`config.mk`:
```
export PLATFORM = sky130hd
export DESIGN_NAME = rxc_top
export DESIGN_NICKNAME = d
export VERILOG_FILES = /design/src/logic/rxc_pkg.sv /design/src/logic/rxc_top.sv
export SDC_FILE = /design/constraint.sdc
export NUM_CORES = 2
export LEC_CHECK = 0
export BUFFER_PORTS_ARGS = -buffer_cell sky130_fd_sc_hd__clkbuf_2
export CORE_UTILIZATION = 55
export DETAILED_ROUTE_END_ITERATION = 6
export PLACE_DENSITY = 0.86
export SLEW_MARGIN = 40
export SYNTH_ARGS = -nofsm -noshare
export SYNTH_HDL_FRONTEND = slang
export SYNTH_SLANG_ARGS = --single-unit
```
`constraint.sdc`:
```
create_clock -name clk -period 7.3 [get_ports clk]
set_input_delay 1.825 -clock clk [delete_from_list [all_inputs] [get_ports clk]]
set_output_delay 1.825 -clock clk [all_outputs]
set_load 0.05 [all_outputs]
```
`src/logic/rxc_pkg.sv`:
```
// Constants, field layout and carrier types of the receiver configuration bank.
// Assumes a single 100 MHz clock and a synchronous active-high pin_reset_state.
`default_nettype none
package rxc_pkg;
  // ----------------------------------------------------------------
  // Register port geometry and internal addresses
  // ----------------------------------------------------------------
  localparam int ADDR_W = 10;
  localparam int DATA_W = 36;
  localparam logic [9:0] ADDR_MODE = 10'h300;
  localparam logic [9:0] ADDR_TUNE = 10'h303;
  localparam logic [9:0] ADDR_PHASE = 10'h304;
  localparam logic [9:0] ADDR_IN_SCALE = 10'h305;
  localparam logic [9:0] ADDR_R1 = 10'h306;
  localparam logic [9:0] ADDR_S2 = 10'h307;
  localparam logic [9:0] ADDR_R2 = 10'h308;
  localparam logic [9:0] ADDR_OUT_CTL = 10'h309;
  localparam logic [9:0] ADDR_RF = 10'h30a;
  localparam logic [9:0] ADDR_COEF_OFF = 10'h30b;
  localparam logic [9:0] ADDR_TAPS = 10'h30c;
  localparam logic [9:0] ADDR_RSVD = 10'h30d;
  // ----------------------------------------------------------------
  // Reset values and field positions
  // ----------------------------------------------------------------
  localparam logic [7:0] MODE_RESET = 8'h01;
  localparam int MODE_SOFT_BIT = 0;
  localparam int MODE_DIV_BIT = 1;
  localparam int MODE_CPLX_BIT = 2;
  localparam int MODE_SYNC_BIT = 3;
  localparam int MODE_USED_MSB = 3;
  localparam int S1_MSB = 2;
  localparam int S1_LSB = 0;
  localparam int EXPONENT_DIRECTION_INVERT_BIT = 4;
  localparam int EXPONENT_GAIN_OFFSET_MSB = 7;
  localparam int EXPONENT_GAIN_OFFSET_LSB = 5;
  localparam int SOUT_MSB = 2;
  localparam int SOUT_LSB = 0;
  localparam logic [2:0] S1_MAX = 3'h6;
  localparam logic [4:0] S2_MAX = 5'h14;
  localparam logic [3:0] SOUT_BASE = 4'h7;
  // ----------------------------------------------------------------
  // Datapath widths and timing
  // ----------------------------------------------------------------
  localparam int FE_W = 40;
  localparam int FIR_W = 23;
  localparam int OUT_W = 32;
  localparam int POL_W = 16;
  localparam int FIFO_DEPTH = 8;
  localparam int RESET_MIN_NS = 30;
  localparam int CLK_PERIOD_NS = 10;
  localparam int RESET_MIN_CYC = (RESET_MIN_NS + CLK_PERIOD_NS - 1) / CLK_PERIOD_NS;
  // ----------------------------------------------------------------
  // Types
  // ----------------------------------------------------------------
  typedef enum logic [1:0] {
    RXC_WL_16 = 2'h0,
    RXC_WL_24 = 2'h1,
    RXC_WL_32 = 2'h2
  } rxc_wl_e;
  typedef enum logic [1:0] {
    RXC_TAP_IDLE = 2'h0,
    RXC_TAP_WALK = 2'h1,
    RXC_TAP_LAST = 2'h3
  } rxc_tap_e;
  typedef struct packed {
    logic [7:0] mode;
    logic [31:0] osc_tuning_word;
    logic [15:0] osc_phase_shift;
    logic [7:0] input_and_first_decim_scale;
    logic [7:0] first_decim_ratio_minus_one;
    logic [4:0] second_decim_scale;
    logic [7:0] second_decim_ratio_minus_one;
    logic [7:0] output_scale_control;
    logic [7:0] fir_decim_ratio_minus_one;
    logic [7:0] fir_coef_base_offset;
    logic [7:0] fir_tap_count_minus_one;
    logic [7:0] reserved_write_zero;
  } rxc_cfg_s;
  typedef struct packed {
    logic valid;
    logic [FIR_W-1:0] data;
  } rxc_fir_s;
endpackage : rxc_pkg
`default_nettype wire

```
`src/logic/rxc_top.sv`:
```
// Receiver configuration bank with front-end scaling, decimator integrators,
// oscillator phase, coefficient walk, output scaling and an output FIFO.
// Assumes a host on the internal register port and a downstream FIR that
// returns its 23-bit result; all inputs are synchronous to clk.
`timescale 1ns/1ns
`default_nettype none

// ------------------------------------------------------------------
// Output FIFO
// ------------------------------------------------------------------
module rxc_fifo #(
  parameter int WIDTH = 32,
  parameter int DEPTH = 8
) (
  // Clock and reset
  input wire logic clk,
  input wire logic rst,
  input wire logic flush,
  // Fill side
  input wire logic in_valid,
  output logic in_ready,
  input wire logic [WIDTH-1:0] in_data,
  // Drain side
  output logic out_valid,
  input wire logic out_ready,
  output logic [WIDTH-1:0] out_data
);
  localparam int AW = $clog2(DEPTH);
  logic [WIDTH-1:0] mem_q [DEPTH];
  logic [AW-1:0] wr_q;
  logic [AW-1:0] rd_q;
  logic [AW:0] cnt_q;
  wire push = in_valid && in_ready;
  wire pop = out_valid && out_ready;
  assign in_ready = (cnt_q != (AW+1)'(DEPTH));
  assign out_valid = (cnt_q != '0);
  assign out_data = mem_q[rd_q];

  always_ff @(posedge clk) begin
    if (push) begin
      mem_q[wr_q] <= in_data;
    end
  end

  always_ff @(posedge clk) begin
    if (rst || flush) begin
      wr_q <= '0;
      rd_q <= '0;
      cnt_q <= '0;
    end else begin
      if (push) begin
        wr_q <= (wr_q == AW'(DEPTH - 1)) ? '0 : wr_q + 1'b1;
      end
      if (pop) begin
        rd_q <= (rd_q == AW'(DEPTH - 1)) ? '0 : rd_q + 1'b1;
      end
      cnt_q <= cnt_q + (AW+1)'(push) - (AW+1)'(pop);
    end
  end
endmodule : rxc_fifo

// What this block does
// - Holds 32-bit unsigned oscillator tuning word
// - Phase offset register added to oscillator phase
// - First scale bits 2-0, 0..6, shifts down
// - Exponent invert chooses shift direction per exponent
// - Exponent offset bits 7-5 adds input gain
// - First ratio is rate minus one, advise 15
// - Second scale bits 4-0, 0..20, shifts down
// - Second ratio is rate minus one, advise 31
// - 16-bit output: times 2^(7-scale), rounded
// - Output scale ignored for 24/32-bit words
// - FIR ratio is rate minus one, advise 31
// - Coefficients read from offset through offset+taps-1
// - Tap register is taps minus one, no symmetry
// - Pin_reset_state clears integrators and phase accumulator
// - After pin_reset_state: soft reset, idle, slave
// - First output is zero; data memories untouched
// - Mode bits select diversity, complex, sync master
module rxc_top (
  // Clock and pin_reset_state
  input wire logic clk,
  input wire logic rst,
  // Internal register port
  input wire logic cfg_wr_en,
  input wire logic cfg_rd_en,
  input wire logic [rxc_pkg::ADDR_W-1:0] cfg_addr,
  input wire logic [rxc_pkg::DATA_W-1:0] cfg_wdata,
  output logic [rxc_pkg::DATA_W-1:0] cfg_rdata,
  // Configuration and mode view
  output rxc_pkg::rxc_cfg_s cfg,
  output logic soft_reset_active,
  output logic diversity_real_mode,
  output logic single_complex_mode,
  output logic sync_master,
  // Input sample port
  input wire logic in_valid,
  output logic in_ready,
  input wire logic [15:0] in_mantissa,
  input wire logic [2:0] input_exponent,
  // Oscillator phase
  output logic [15:0] osc_phase,
  // Decimator outputs
  output logic first_out_valid,
  output logic [rxc_pkg::FE_W-1:0] first_out_data,
  output logic second_in_valid,
  output logic [rxc_pkg::FE_W-1:0] second_in_data,
  // Coefficient walk
  output logic coef_rd_en,
  output logic [7:0] coef_addr,
  output logic coef_walk_busy,
  // FIR result and word length
  input wire rxc_pkg::rxc_fir_s fir_result_23b,
  input wire rxc_pkg::rxc_wl_e serial_word_length,
  // Output sample stream
  output logic out_valid,
  input wire logic out_ready,
  output logic [rxc_pkg::OUT_W-1:0] scaled_output_word
);
  // ----------------------------------------------------------------
  // Configuration registers
  // ----------------------------------------------------------------
  rxc_pkg::rxc_cfg_s cfg_q;
  logic [rxc_pkg::DATA_W-1:0] rdata_q;
  logic [rxc_pkg::DATA_W-1:0] rd_mux;
  wire running = !cfg_q.mode[rxc_pkg::MODE_SOFT_BIT];

  always_ff @(posedge clk) begin
    if (rst) begin
      cfg_q <= '0;
      cfg_q.mode <= rxc_pkg::MODE_RESET;
    end else if (cfg_wr_en) begin
      case (cfg_addr)
        rxc_pkg::ADDR_MODE: cfg_q.mode <= cfg_wdata[7:0];
        rxc_pkg::ADDR_TUNE: cfg_q.osc_tuning_word <= cfg_wdata[31:0];
        rxc_pkg::ADDR_PHASE: cfg_q.osc_phase_shift <= cfg_wdata[15:0];
        rxc_pkg::ADDR_IN_SCALE: cfg_q.input_and_first_decim_scale <= cfg_wdata[7:0];
        rxc_pkg::ADDR_R1: cfg_q.first_decim_ratio_minus_one <= cfg_wdata[7:0];
        rxc_pkg::ADDR_S2: cfg_q.second_decim_scale <= cfg_wdata[4:0];
        rxc_pkg::ADDR_R2: cfg_q.second_decim_ratio_minus_one <= cfg_wdata[7:0];
        rxc_pkg::ADDR_OUT_CTL: cfg_q.output_scale_control <= cfg_wdata[7:0];
        rxc_pkg::ADDR_RF: cfg_q.fir_decim_ratio_minus_one <= cfg_wdata[7:0];
        rxc_pkg::ADDR_COEF_OFF: cfg_q.fir_coef_base_offset <= cfg_wdata[7:0];
        rxc_pkg::ADDR_TAPS: cfg_q.fir_tap_count_minus_one <= cfg_wdata[7:0];
        rxc_pkg::ADDR_RSVD: cfg_q.reserved_write_zero <= cfg_wdata[7:0];
        default: cfg_q <= cfg_q;
      endcase
    end
  end

  // Read mux; unmapped addresses read zero
  always_comb begin
    rd_mux = '0;
    case (cfg_addr)
      rxc_pkg::ADDR_MODE: rd_mux[7:0] = cfg_q.mode;
      rxc_pkg::ADDR_TUNE: rd_mux[31:0] = cfg_q.osc_tuning_word;
      rxc_pkg::ADDR_PHASE: rd_mux[15:0] = cfg_q.osc_phase_shift;
      rxc_pkg::ADDR_IN_SCALE: rd_mux[7:0] = cfg_q.input_and_first_decim_scale;
      rxc_pkg::ADDR_R1: rd_mux[7:0] = cfg_q.first_decim_ratio_minus_one;
      rxc_pkg::ADDR_S2: rd_mux[4:0] = cfg_q.second_decim_scale;
      rxc_pkg::ADDR_R2: rd_mux[7:0] = cfg_q.second_decim_ratio_minus_one;
      rxc_pkg::ADDR_OUT_CTL: rd_mux[7:0] = cfg_q.output_scale_control;
      rxc_pkg::ADDR_RF: rd_mux[7:0] = cfg_q.fir_decim_ratio_minus_one;
      rxc_pkg::ADDR_COEF_OFF: rd_mux[7:0] = cfg_q.fir_coef_base_offset;
      rxc_pkg::ADDR_TAPS: rd_mux[7:0] = cfg_q.fir_tap_count_minus_one;
      rxc_pkg::ADDR_RSVD: rd_mux[7:0] = cfg_q.reserved_write_zero;
      default: rd_mux = '0;
    endcase
  end

  always_ff @(posedge clk) begin
    if (rst) begin
      rdata_q <= '0;
    end else if (cfg_rd_en) begin
      rdata_q <= rd_mux;
    end
  end

  assign cfg_rdata = rdata_q;
  assign cfg = cfg_q;
  assign soft_reset_active = !running;
  assign diversity_real_mode = cfg_q.mode[rxc_pkg::MODE_DIV_BIT];
  assign single_complex_mode = cfg_q.mode[rxc_pkg::MODE_CPLX_BIT];
  assign sync_master = cfg_q.mode[rxc_pkg::MODE_SYNC_BIT];

  // ----------------------------------------------------------------
  // Oscillator phase accumulator
  // ----------------------------------------------------------------
  logic [31:0] phase_acc_q;

  always_ff @(posedge clk) begin
    if (rst) begin
      phase_acc_q <= '0;
    end else if (running) begin
      phase_acc_q <= phase_acc_q + cfg_q.osc_tuning_word;
    end
  end

  assign osc_phase = phase_acc_q[31:16] + cfg_q.osc_phase_shift;

  // ----------------------------------------------------------------
  // Input exponent handling and first scale
  // ----------------------------------------------------------------
  wire exp_inv = cfg_q.input_and_first_decim_scale[rxc_pkg::EXPONENT_DIRECTION_INVERT_BIT];
  wire [2:0] exp_off =
    cfg_q.input_and_first_decim_scale[rxc_pkg::EXPONENT_GAIN_OFFSET_MSB:rxc_pkg::EXPONENT_GAIN_OFFSET_LSB];
  wire [2:0] s1_raw = cfg_q.input_and_first_decim_scale[rxc_pkg::S1_MSB:rxc_pkg::S1_LSB];
  wire [2:0] s1_eff = (s1_raw > rxc_pkg::S1_MAX) ? rxc_pkg::S1_MAX : s1_raw;
  wire [2:0] down_amt = exp_inv ? 3'h0 : input_exponent;
  wire [3:0] up_amt = {1'b0, exp_off} + (exp_inv ? {1'b0, input_exponent} : 4'h0);
  wire signed [rxc_pkg::FE_W-1:0] fe_ext = rxc_pkg::FE_W'(signed'(in_mantissa));
  wire signed [rxc_pkg::FE_W-1:0] fe_gain = (fe_ext <<< up_amt) >>> down_amt;
  wire signed [rxc_pkg::FE_W-1:0] fe_scaled = fe_gain >>> s1_eff;
  logic fifo_in_ready;
  wire take_in = in_valid && in_ready;
  assign in_ready = running && fifo_in_ready;

  // ----------------------------------------------------------------
  // First decimator: two integrators, decimation, two combs
  // ----------------------------------------------------------------
  logic signed [rxc_pkg::FE_W-1:0] int1_q;
  logic signed [rxc_pkg::FE_W-1:0] int2_q;
  logic signed [rxc_pkg::FE_W-1:0] comb1_q;
  logic signed [rxc_pkg::FE_W-1:0] comb2_q;
  logic signed [rxc_pkg::FE_W-1:0] first_q;
  logic [7:0] cnt1_q;
  logic first_v_q;
  wire cnt1_wrap = (cnt1_q >= cfg_q.first_decim_ratio_minus_one);
  wire signed [rxc_pkg::FE_W-1:0] c1 = int2_q - comb1_q;
  wire signed [rxc_pkg::FE_W-1:0] c2 = c1 - comb2_q;

  always_ff @(posedge clk) begin
    if (rst) begin
      int1_q <= '0;
      int2_q <= '0;
      comb1_q <= '0;
      comb2_q <= '0;
      first_q <= '0;
      cnt1_q <= '0;
      first_v_q <= 1'b0;
    end else begin
      first_v_q <= 1'b0;
      if (take_in) begin
        int1_q <= int1_q + fe_scaled;
        int2_q <= int2_q + int1_q;
        cnt1_q <= cnt1_wrap ? 8'h00 : cnt1_q + 8'h01;
        if (cnt1_wrap) begin
          comb1_q <= int2_q;
          comb2_q <= c1;
          first_q <= c2;
          first_v_q <= 1'b1;
        end
      end
    end
  end

  assign first_out_valid = first_v_q;
  assign first_out_data = first_q;

  // ----------------------------------------------------------------
  // Second decimator scaling and rate counters
  // ----------------------------------------------------------------
  wire [4:0] s2_eff = (cfg_q.second_decim_scale > rxc_pkg::S2_MAX) ?
    rxc_pkg::S2_MAX : cfg_q.second_decim_scale;
  logic signed [rxc_pkg::FE_W-1:0] second_in_q;
  logic second_v_q;
  logic [7:0] cnt2_q;
  logic [7:0] cnt3_q;
  logic fir_start_q;
  wire cnt2_wrap = (cnt2_q >= cfg_q.second_decim_ratio_minus_one);
  wire cnt3_wrap = (cnt3_q >= cfg_q.fir_decim_ratio_minus_one);

  always_ff @(posedge clk) begin
    if (rst) begin
      second_in_q <= '0;
      second_v_q <= 1'b0;
      cnt2_q <= '0;
      cnt3_q <= '0;
      fir_start_q <= 1'b0;
    end else begin
      second_v_q <= first_v_q;
      fir_start_q <= 1'b0;
      if (first_v_q) begin
        second_in_q <= first_q >>> s2_eff;
        cnt2_q <= cnt2_wrap ? 8'h00 : cnt2_q + 8'h01;
        if (cnt2_wrap) begin
          cnt3_q <= cnt3_wrap ? 8'h00 : cnt3_q + 8'h01;
          fir_start_q <= cnt3_wrap;
        end
      end
    end
  end

  assign second_in_valid = second_v_q;
  assign second_in_data = second_in_q;

  // ----------------------------------------------------------------
  // Coefficient address walk
  // ----------------------------------------------------------------
  rxc_pkg::rxc_tap_e tap_st_q;
  logic [7:0] tap_idx_q;
  wire tap_last = (tap_idx_q >= cfg_q.fir_tap_count_minus_one);

  always_ff @(posedge clk) begin
    if (rst || !running) begin
      tap_st_q <= rxc_pkg::RXC_TAP_IDLE;
      tap_idx_q <= '0;
    end else begin
      case (tap_st_q)
        rxc_pkg::RXC_TAP_IDLE: begin
          tap_idx_q <= '0;
          if (fir_start_q) begin
            tap_st_q <= rxc_pkg::RXC_TAP_WALK;
          end
        end
        rxc_pkg::RXC_TAP_WALK: begin
          tap_idx_q <= tap_idx_q + 8'h01;
          if (tap_last) begin
            tap_st_q <= rxc_pkg::RXC_TAP_LAST;
          end
        end
        rxc_pkg::RXC_TAP_LAST: begin
          tap_st_q <= rxc_pkg::RXC_TAP_IDLE;
        end
        default: tap_st_q <= rxc_pkg::RXC_TAP_IDLE;
      endcase
    end
  end

  assign coef_rd_en = (tap_st_q == rxc_pkg::RXC_TAP_WALK);
  assign coef_addr = cfg_q.fir_coef_base_offset + tap_idx_q;
  assign coef_walk_busy = (tap_st_q != rxc_pkg::RXC_TAP_IDLE);

  // ----------------------------------------------------------------
  // Output scaling and rounding
  // ----------------------------------------------------------------
  localparam int SCL_W = rxc_pkg::FIR_W + 8;
  wire [2:0] sout = cfg_q.output_scale_control[rxc_pkg::SOUT_MSB:rxc_pkg::SOUT_LSB];
  wire [3:0] up_out = rxc_pkg::SOUT_BASE - {1'b0, sout};
  wire signed [SCL_W-1:0] fir_ext = SCL_W'(signed'(fir_result_23b.data));
  wire signed [SCL_W-1:0] fir_up = fir_ext <<< up_out;
  wire signed [SCL_W-1:0] fir_rnd = fir_up + SCL_W'(64);
  wire signed [SCL_W-1:0] pol_full = fir_rnd >>> rxc_pkg::SOUT_BASE;
  wire pol_hi = (pol_full > SCL_W'(32767));
  wire pol_lo = (pol_full < -SCL_W'(32768));
  wire [rxc_pkg::POL_W-1:0] pol16 = pol_hi ? 16'h7fff :
    (pol_lo ? 16'h8000 : pol_full[rxc_pkg::POL_W-1:0]);
  wire [rxc_pkg::OUT_W-1:0] wide_word = rxc_pkg::OUT_W'(signed'(fir_result_23b.data));
  wire [rxc_pkg::OUT_W-1:0] out_sel = (serial_word_length == rxc_pkg::RXC_WL_16) ?
    {16'h0000, pol16} : wide_word;
  logic [rxc_pkg::OUT_W-1:0] out_word_q;
  logic out_push_q;
  logic first_done_q;

  always_ff @(posedge clk) begin
    if (rst || !running) begin
      out_word_q <= '0;
      out_push_q <= 1'b0;
      first_done_q <= 1'b0;
    end else begin
      out_push_q <= fir_result_23b.valid;
      if (fir_result_23b.valid) begin
        first_done_q <= 1'b1;
        out_word_q <= first_done_q ? out_sel : '0;
      end
    end
  end

  // ----------------------------------------------------------------
  // Output FIFO, flushed and silent in soft reset
  // ----------------------------------------------------------------
  logic fifo_out_valid;

  rxc_fifo #(
    .WIDTH(rxc_pkg::OUT_W),
    .DEPTH(rxc_pkg::FIFO_DEPTH)
  ) u_out_fifo (
    .clk(clk),
    .rst(rst),
    .flush(!running),
    .in_valid(out_push_q),
    .in_ready(fifo_in_ready),
    .in_data(out_word_q),
    .out_valid(fifo_out_valid),
    .out_ready(out_ready && running),
    .out_data(scaled_output_word)
  );

  assign out_valid = fifo_out_valid && running;
endmodule : rxc_top
`default_nettype wire

```
Word-level counts from Yosys, hierarchy flattened
Memories as Yosys holds them, arrays and structs flattened. A register that Yosys moved wholly into a read port is not among the register bits.
Cells that the tools add are included.
- register bits after elaboration: 510
- bits in writable memories: 256
- input bits: 97
- word-level logic and storage cells: 143
- memories: 1
- memories (name ; words ; bits a word ; read ports ; clocked after Yosys merged registers in ; wr ports ; RTL line ; RTL):
    u_out_fifo.mem_q ; 8 ; 32 ; 1 ; 1 ; 1 ; rxc_top.sv:29 ; logic [WIDTH-1:0] mem_q [DEPTH];
- add/sub/neg operators: 18
- $lt $le $gt $ge: 8
- equal/unequal tests: 18
- shift operators: 5
- mux-type cells: 26
- bitwise operators: 3
- reductions and logical operators: 30
- operators with widths (kind ; count):
    == test 10 bit, second input constant ; 12
    adder 40 bit ; 2
    >>> shifter 40 x 3 -> 40 bit ; 2
    subtractor 40 bit ; 2
    2-to-1 mux 32 bit ; 2
    one-hot mux 5 bit (12 select lines) ; 1
    2-to-1 mux 16 bit ; 3
    <<< shifter 16 x 4 -> 40 bit ; 1
    >>> shifter 40 x 5 -> 40 bit ; 1
    one-hot mux 3 bit (11 select lines) ; 1
    adder 32 bit ; 1
    adder 8 x 1 -> 8 bit, second input constant ; 4
    >= comparator 8 bit ; 4
    one-hot mux 8 bit (2 select lines) ; 2
    adder 31 x 8 -> 31 bit, second input constant ; 1
    <<< shifter 23 x 4 -> 31 bit ; 1
    AND reduction 2 bit ; 15
    > comparator 24 x 16 -> 1 bit, second input constant ; 1
    < comparator 24 x 16 -> 1 bit, second input constant ; 1
    2-to-1 mux 8 bit ; 3
    2-to-1 mux 3 bit ; 7
    adder 16 bit ; 1
    adder 8 bit ; 1
    adder 3 x 1 -> 3 bit, second input constant ; 2
    other kinds (24) ; 37

Logic depth before layout (Yosys ltp)
- depth in word-level cells: 8
- mapped depth: 32
- gate-level depth less buffers: 29

By module
Synthesis repeated with hierarchy kept, for this count alone.
- cells, all modules: 5099
- area total of the unflattened synthesis: 46329.4 um^2
- modules (own cells, without submodules) (module ; instances ; cells each ; area each (um^2) ; seq. area each (um^2)):
    rxc_top ; 1 ; 4652 ; 35873.2 ; 9829.4
    rxc_fifo ; 1 ; 447 ; 10456.3 ; 7947.6

Worst setup path before layout
Ideal clock, no wire load.
- kind: input-to-reg
- from: input port input_exponent[0]
- to: register int1_q[37] (netlist name)
- arrival: 7.759 ns
- required time: 7.168 ns
- setup slack: -0.591 ns
- stages on the path: 29
- path buffers: 2
- cell sequence: and2_1 ha_1 inv_1 fa_1 buf_2 buf_2 mux4_2 mux2i_1 mux2i_1 mux4_2 nor2_1 a21o_1 nor2_1 a21oi_1 nor2_1 nor3_1 a21oi_1 ha_1 a21o_1 a41o_1 nor4_1 o31ai_1 a41o_1 a41o_1 a211oi_1 o21bai_1 o31ai_1 mux2i_1 a21oi_1
- word-level cells in the longest chain between the ends: 6
- elaborated cells on any way between the ends: 7
- classes of those cells: 2 x add/sub; 3 x shift; 2 x mux
- ends and longest elaborated chain (element ; RTL line ; RTL):
    start, declared ; rxc_top.sv:100 ; input wire logic [2:0] input_exponent,
    2-to-1 mux 3 bit ; rxc_top.sv:210 ; wire [3:0] up_amt = {1'b0, exp_off} + (exp_inv ? {1'b0, input_exponent} : 4'h0);
    adder 3 x 3 -> 4 bit ; rxc_top.sv:210 ;
    <<< shifter 16 x 4 -> 40 bit ; rxc_top.sv:212 ; wire signed [rxc_pkg::FE_W-1:0] fe_gain = (fe_ext <<< up_amt) >>> down_amt;
    >>> shifter 40 x 3 -> 40 bit (*) ; rxc_top.sv:212 ;
    >>> shifter 40 x 3 -> 40 bit (*) ; rxc_top.sv:213 ; wire signed [rxc_pkg::FE_W-1:0] fe_scaled = fe_gain >>> s1_eff;
    adder 40 bit (*) ; rxc_top.sv:244 ; int1_q <= int1_q + fe_scaled;
    end signal, assigned ; rxc_top.sv:244 ;
    end, declared ; rxc_top.sv:221 ; logic signed [rxc_pkg::FE_W-1:0] int1_q;
Mark *: on every way between the ends. The rest lies on a longest branch, timed or not.
A chain may end at the register's enable or synchronous reset.

Worst setup path in the final report
Ends and elaborated chain as after synthesis.

==> out/metrics.cfg <==
[status]
status = finished, violations left
violations = DRC, setup timing

[setup_path]
critPathKind = input pin to flop
path_common_cell = mux2i_1
endpoint_kind = flop
r2r_slack_ns = 0.80
r2r_cells = 27
cp_num_buf_inv = 4
path_max_fanout = 8
cp_slowest_cell = mux4_2
worstPathRequired_ns = 7.78
crit_arrival_ns = 7.82
cp-start-kind = input pin
cp_top_family = multiplexers
r2r-start = cfg[65]
worst_r2r_endpoint = int1_q[39]
cpPeakStageDelay_ns = 0.52

[yosys]
synthMuxAreaShare_pct = 12.3
yosysWarnings = 0
async_reset_ff_share_pct = 0
yosysMostFrequentCell = nand2_1
ys.flop_type = dfxtp_1
synth-edff-count = 184
ys_seq_elements = 688
yosys.area_share.simple_pct = 16.4
synth-compound-area-share_pct = 18.4
synth-seq-area-share_pct = 36.0
synth-adder-area-share_pct = 7.89
synth_top_family_by_area = compound AO/OA/AOI/OAI gates
syn_inst = 4970
synth.avg_cell_area_um2 = 8.73
synthTopCellsByArea = dfxtp_1 23%, edfxtp_1 13%, ha_1 7.5%
yosys-top-cells-count = 717 x nand2_1, 551 x a21oi_1, 504 x dfxtp_1, 384 x nor2_1, 259 x ha_1
yosys.area.top_type = dfxtp_1
synth_xor_xnor_area_share_pct = 4.44
ys_types = 93
netlist.area_leader.share_pct = 23.3
syn_area_um2 = 43400

[sta]
slew_viol_final = 0
period_needed_ns = 7.34
max-slew-margin-rel_pct = 45.4
worst_pin_slew_ns = 0.810
rsz0062_at_grt = true
whs_ns = 0.453
setup_ws_ns = -0.0413
skew_ns = 0.0280
report.final.setup_viol = 2
hold_viol = 0
fin_crit_sh_pct = 101
max_freq_mhz = 136

[hold_path]
whs_path_depth = 2
hold_class = flop to flop
holdCritStartpoint = comb1_q[18]
hold_path_end = comb1_q[18]

[finish]
drive_gt1_share_pct = 18.6
area_growth_pct = 15.7
num-fill-cells = 5968
final_cell_area_um2 = 50200
fin_nets = 5729

[routing]
via_per_inst = 6.21
routed_wl_mm = 132
postRouteAntennaNets = 0
wl_per_cell_um = 20.3
drt-initial-drc-count = 4636
drc = 6
num_vias = 40136
dr.pass1.iters = 7

[global_route]
grt_pass1_vias = 37852
grt_usage_pct = 31.5
grt_overflow = 0
grt_max_degree = 139
grt_pass1_wl_mm = 202
grt_antenna_before_repair = 7

[die]
die_h_um = 283
die_width_um = 283
core-area_um2 = 77700
start_util_pct = 55.8
design.die.area_um2 = 80000
io_pins = 404
row_count = 102

[power_and_ir_drop]
power.density_nw_per_um2 = 168
power_mw = 8.41
peakVddDrop_mv = 0.141
p_leak_nw = 20.6

[clock_tree]
cts_root_buf = clkbuf_16
h-tree-depth = 3
clk_latency_ns = 0.64
cts.clk_slew.worst_paths_ns = 0.06
clock_sinks = 688
cts_hold_buffers = 0
numCtsBuffers = 73
cts_tree = done
cts_buffer_depth = 3

[placed_design]
io_buffers = 395
dpl-instance-area_um2 = 47200
dpl.hpwl_mm = 92.6
gp_congestion = 0.958
dpl_worst_slack_ns = -0.782

[job]
drv_cap = 0

## worst max-delay path by stage
stage	cells after the start	end	startpoint
global route	30	int1_q[37]	input_exponent[0]
global placement	28	int1_q[37]	input_exponent[0]
CTS	29	int1_q[39]	input_exponent[0]
floorplan	26	int1_q[39]	input_exponent[0]
finish	28	int1_q[37]	input_exponent[0]
detailed placement	28	int1_q[37]	input_exponent[0]
## per-layer routing
metal / vias up / global-route usage, % / routed length (µm)
met5: - / 0 / 65
met2: 2019 / 53.3 / 62500
li1: 18631 / - / -
met4: 10 / 15.1 / 6210
met3: 445 / 7.45 / 13300
met1: 19031 / 37.7 / 49400
## cell families after synthesis
family          after synthesis
other cells                   1
mux                         408
compound gates             1284
fa+ha+maj                   268
flops                       688
simple gates               1606
buf+inv                     495
xor+xnor                    220
## registers in the layout (all words and copies together) (netlist names), 23 cells and up, named ones only
signal	count
cfg	125
cfg_rdata	32
comb1_q	40
comb2_q	40
first_out_data	40
int1_q	40
int2_q	40
out_word_q	23
phase_acc_q	32
second_in_data	40
u_out_fifo.mem_q	184
## cell type report
class	count	area [µm²]	area share, %
multi-input cells	3790	26200	52.1
flip-flops and latches	688	15600	31.1
repair buffers	612	3770	7.52
clock buffers	95	2050	4.09
well taps	1040	1300	2.59
inverters	199	747	1.49
clock inverters	40	507	1.01
diodes	3	7.51	0.0150
## layout by cell type, fill, tap and decap left out, types with 16 or more instances in the layout
master       n
o21ai_1     16
a21oi_1    542
o21a_1      26
o21bai_1    29
a21oi_2     17
mux2_2      62
a22oi_1     26
nor2_1     371
nand2_1    711
xnor2_1    130
dfxtp_1    497
and3_1      34
edfxtp_1   184
and2_1      28
nor2b_1     48
xor2_1      88
clkbuf_16   77
a211oi_1    79
inv_1      194
nor3_1      64
nand2b_1    66
mux2i_1    243
buf_4      203
a21o_1     132
nand3_1    147
mux4_2      86
a22o_1      21
ha_1       257
o22ai_1     18
clkbuf_2   393
o21ai_0    179
nand4_1     26
a31oi_1     36
## report_power, final
part           total [mW]  switching, mW  leakage [nW]  internal [mW]
registers            3.90        0.00297          5.38           3.90
logic               0.533          0.319          14.0          0.214
clock network        3.98           1.65          1.25           2.33
## timing repair
item                       CTS  global route
buffers inserted             1            11
pin swaps                    3            17
cloned                       0             2
setup endpoints to repair    3            20
resized for setup            9            42
## tightest hold or removal path, stage by stage, from the launching register on
cell and delay, ns:
dfxtp_1 0.30, nand2_1 0.05, a21oi_1 0.05
## metrics by stage
step	TNS (ns)	util, %	instances
CTS	0	64.0	6448
global route	-1.48	64.5	6465
global placement	-7.44	60.6	6309
floorplan	-0.251	-	4973
detailed placement	-11.09	60.7	6312
finish	-0.0789	64.5	6467
(Power assumes the default switching activity.)
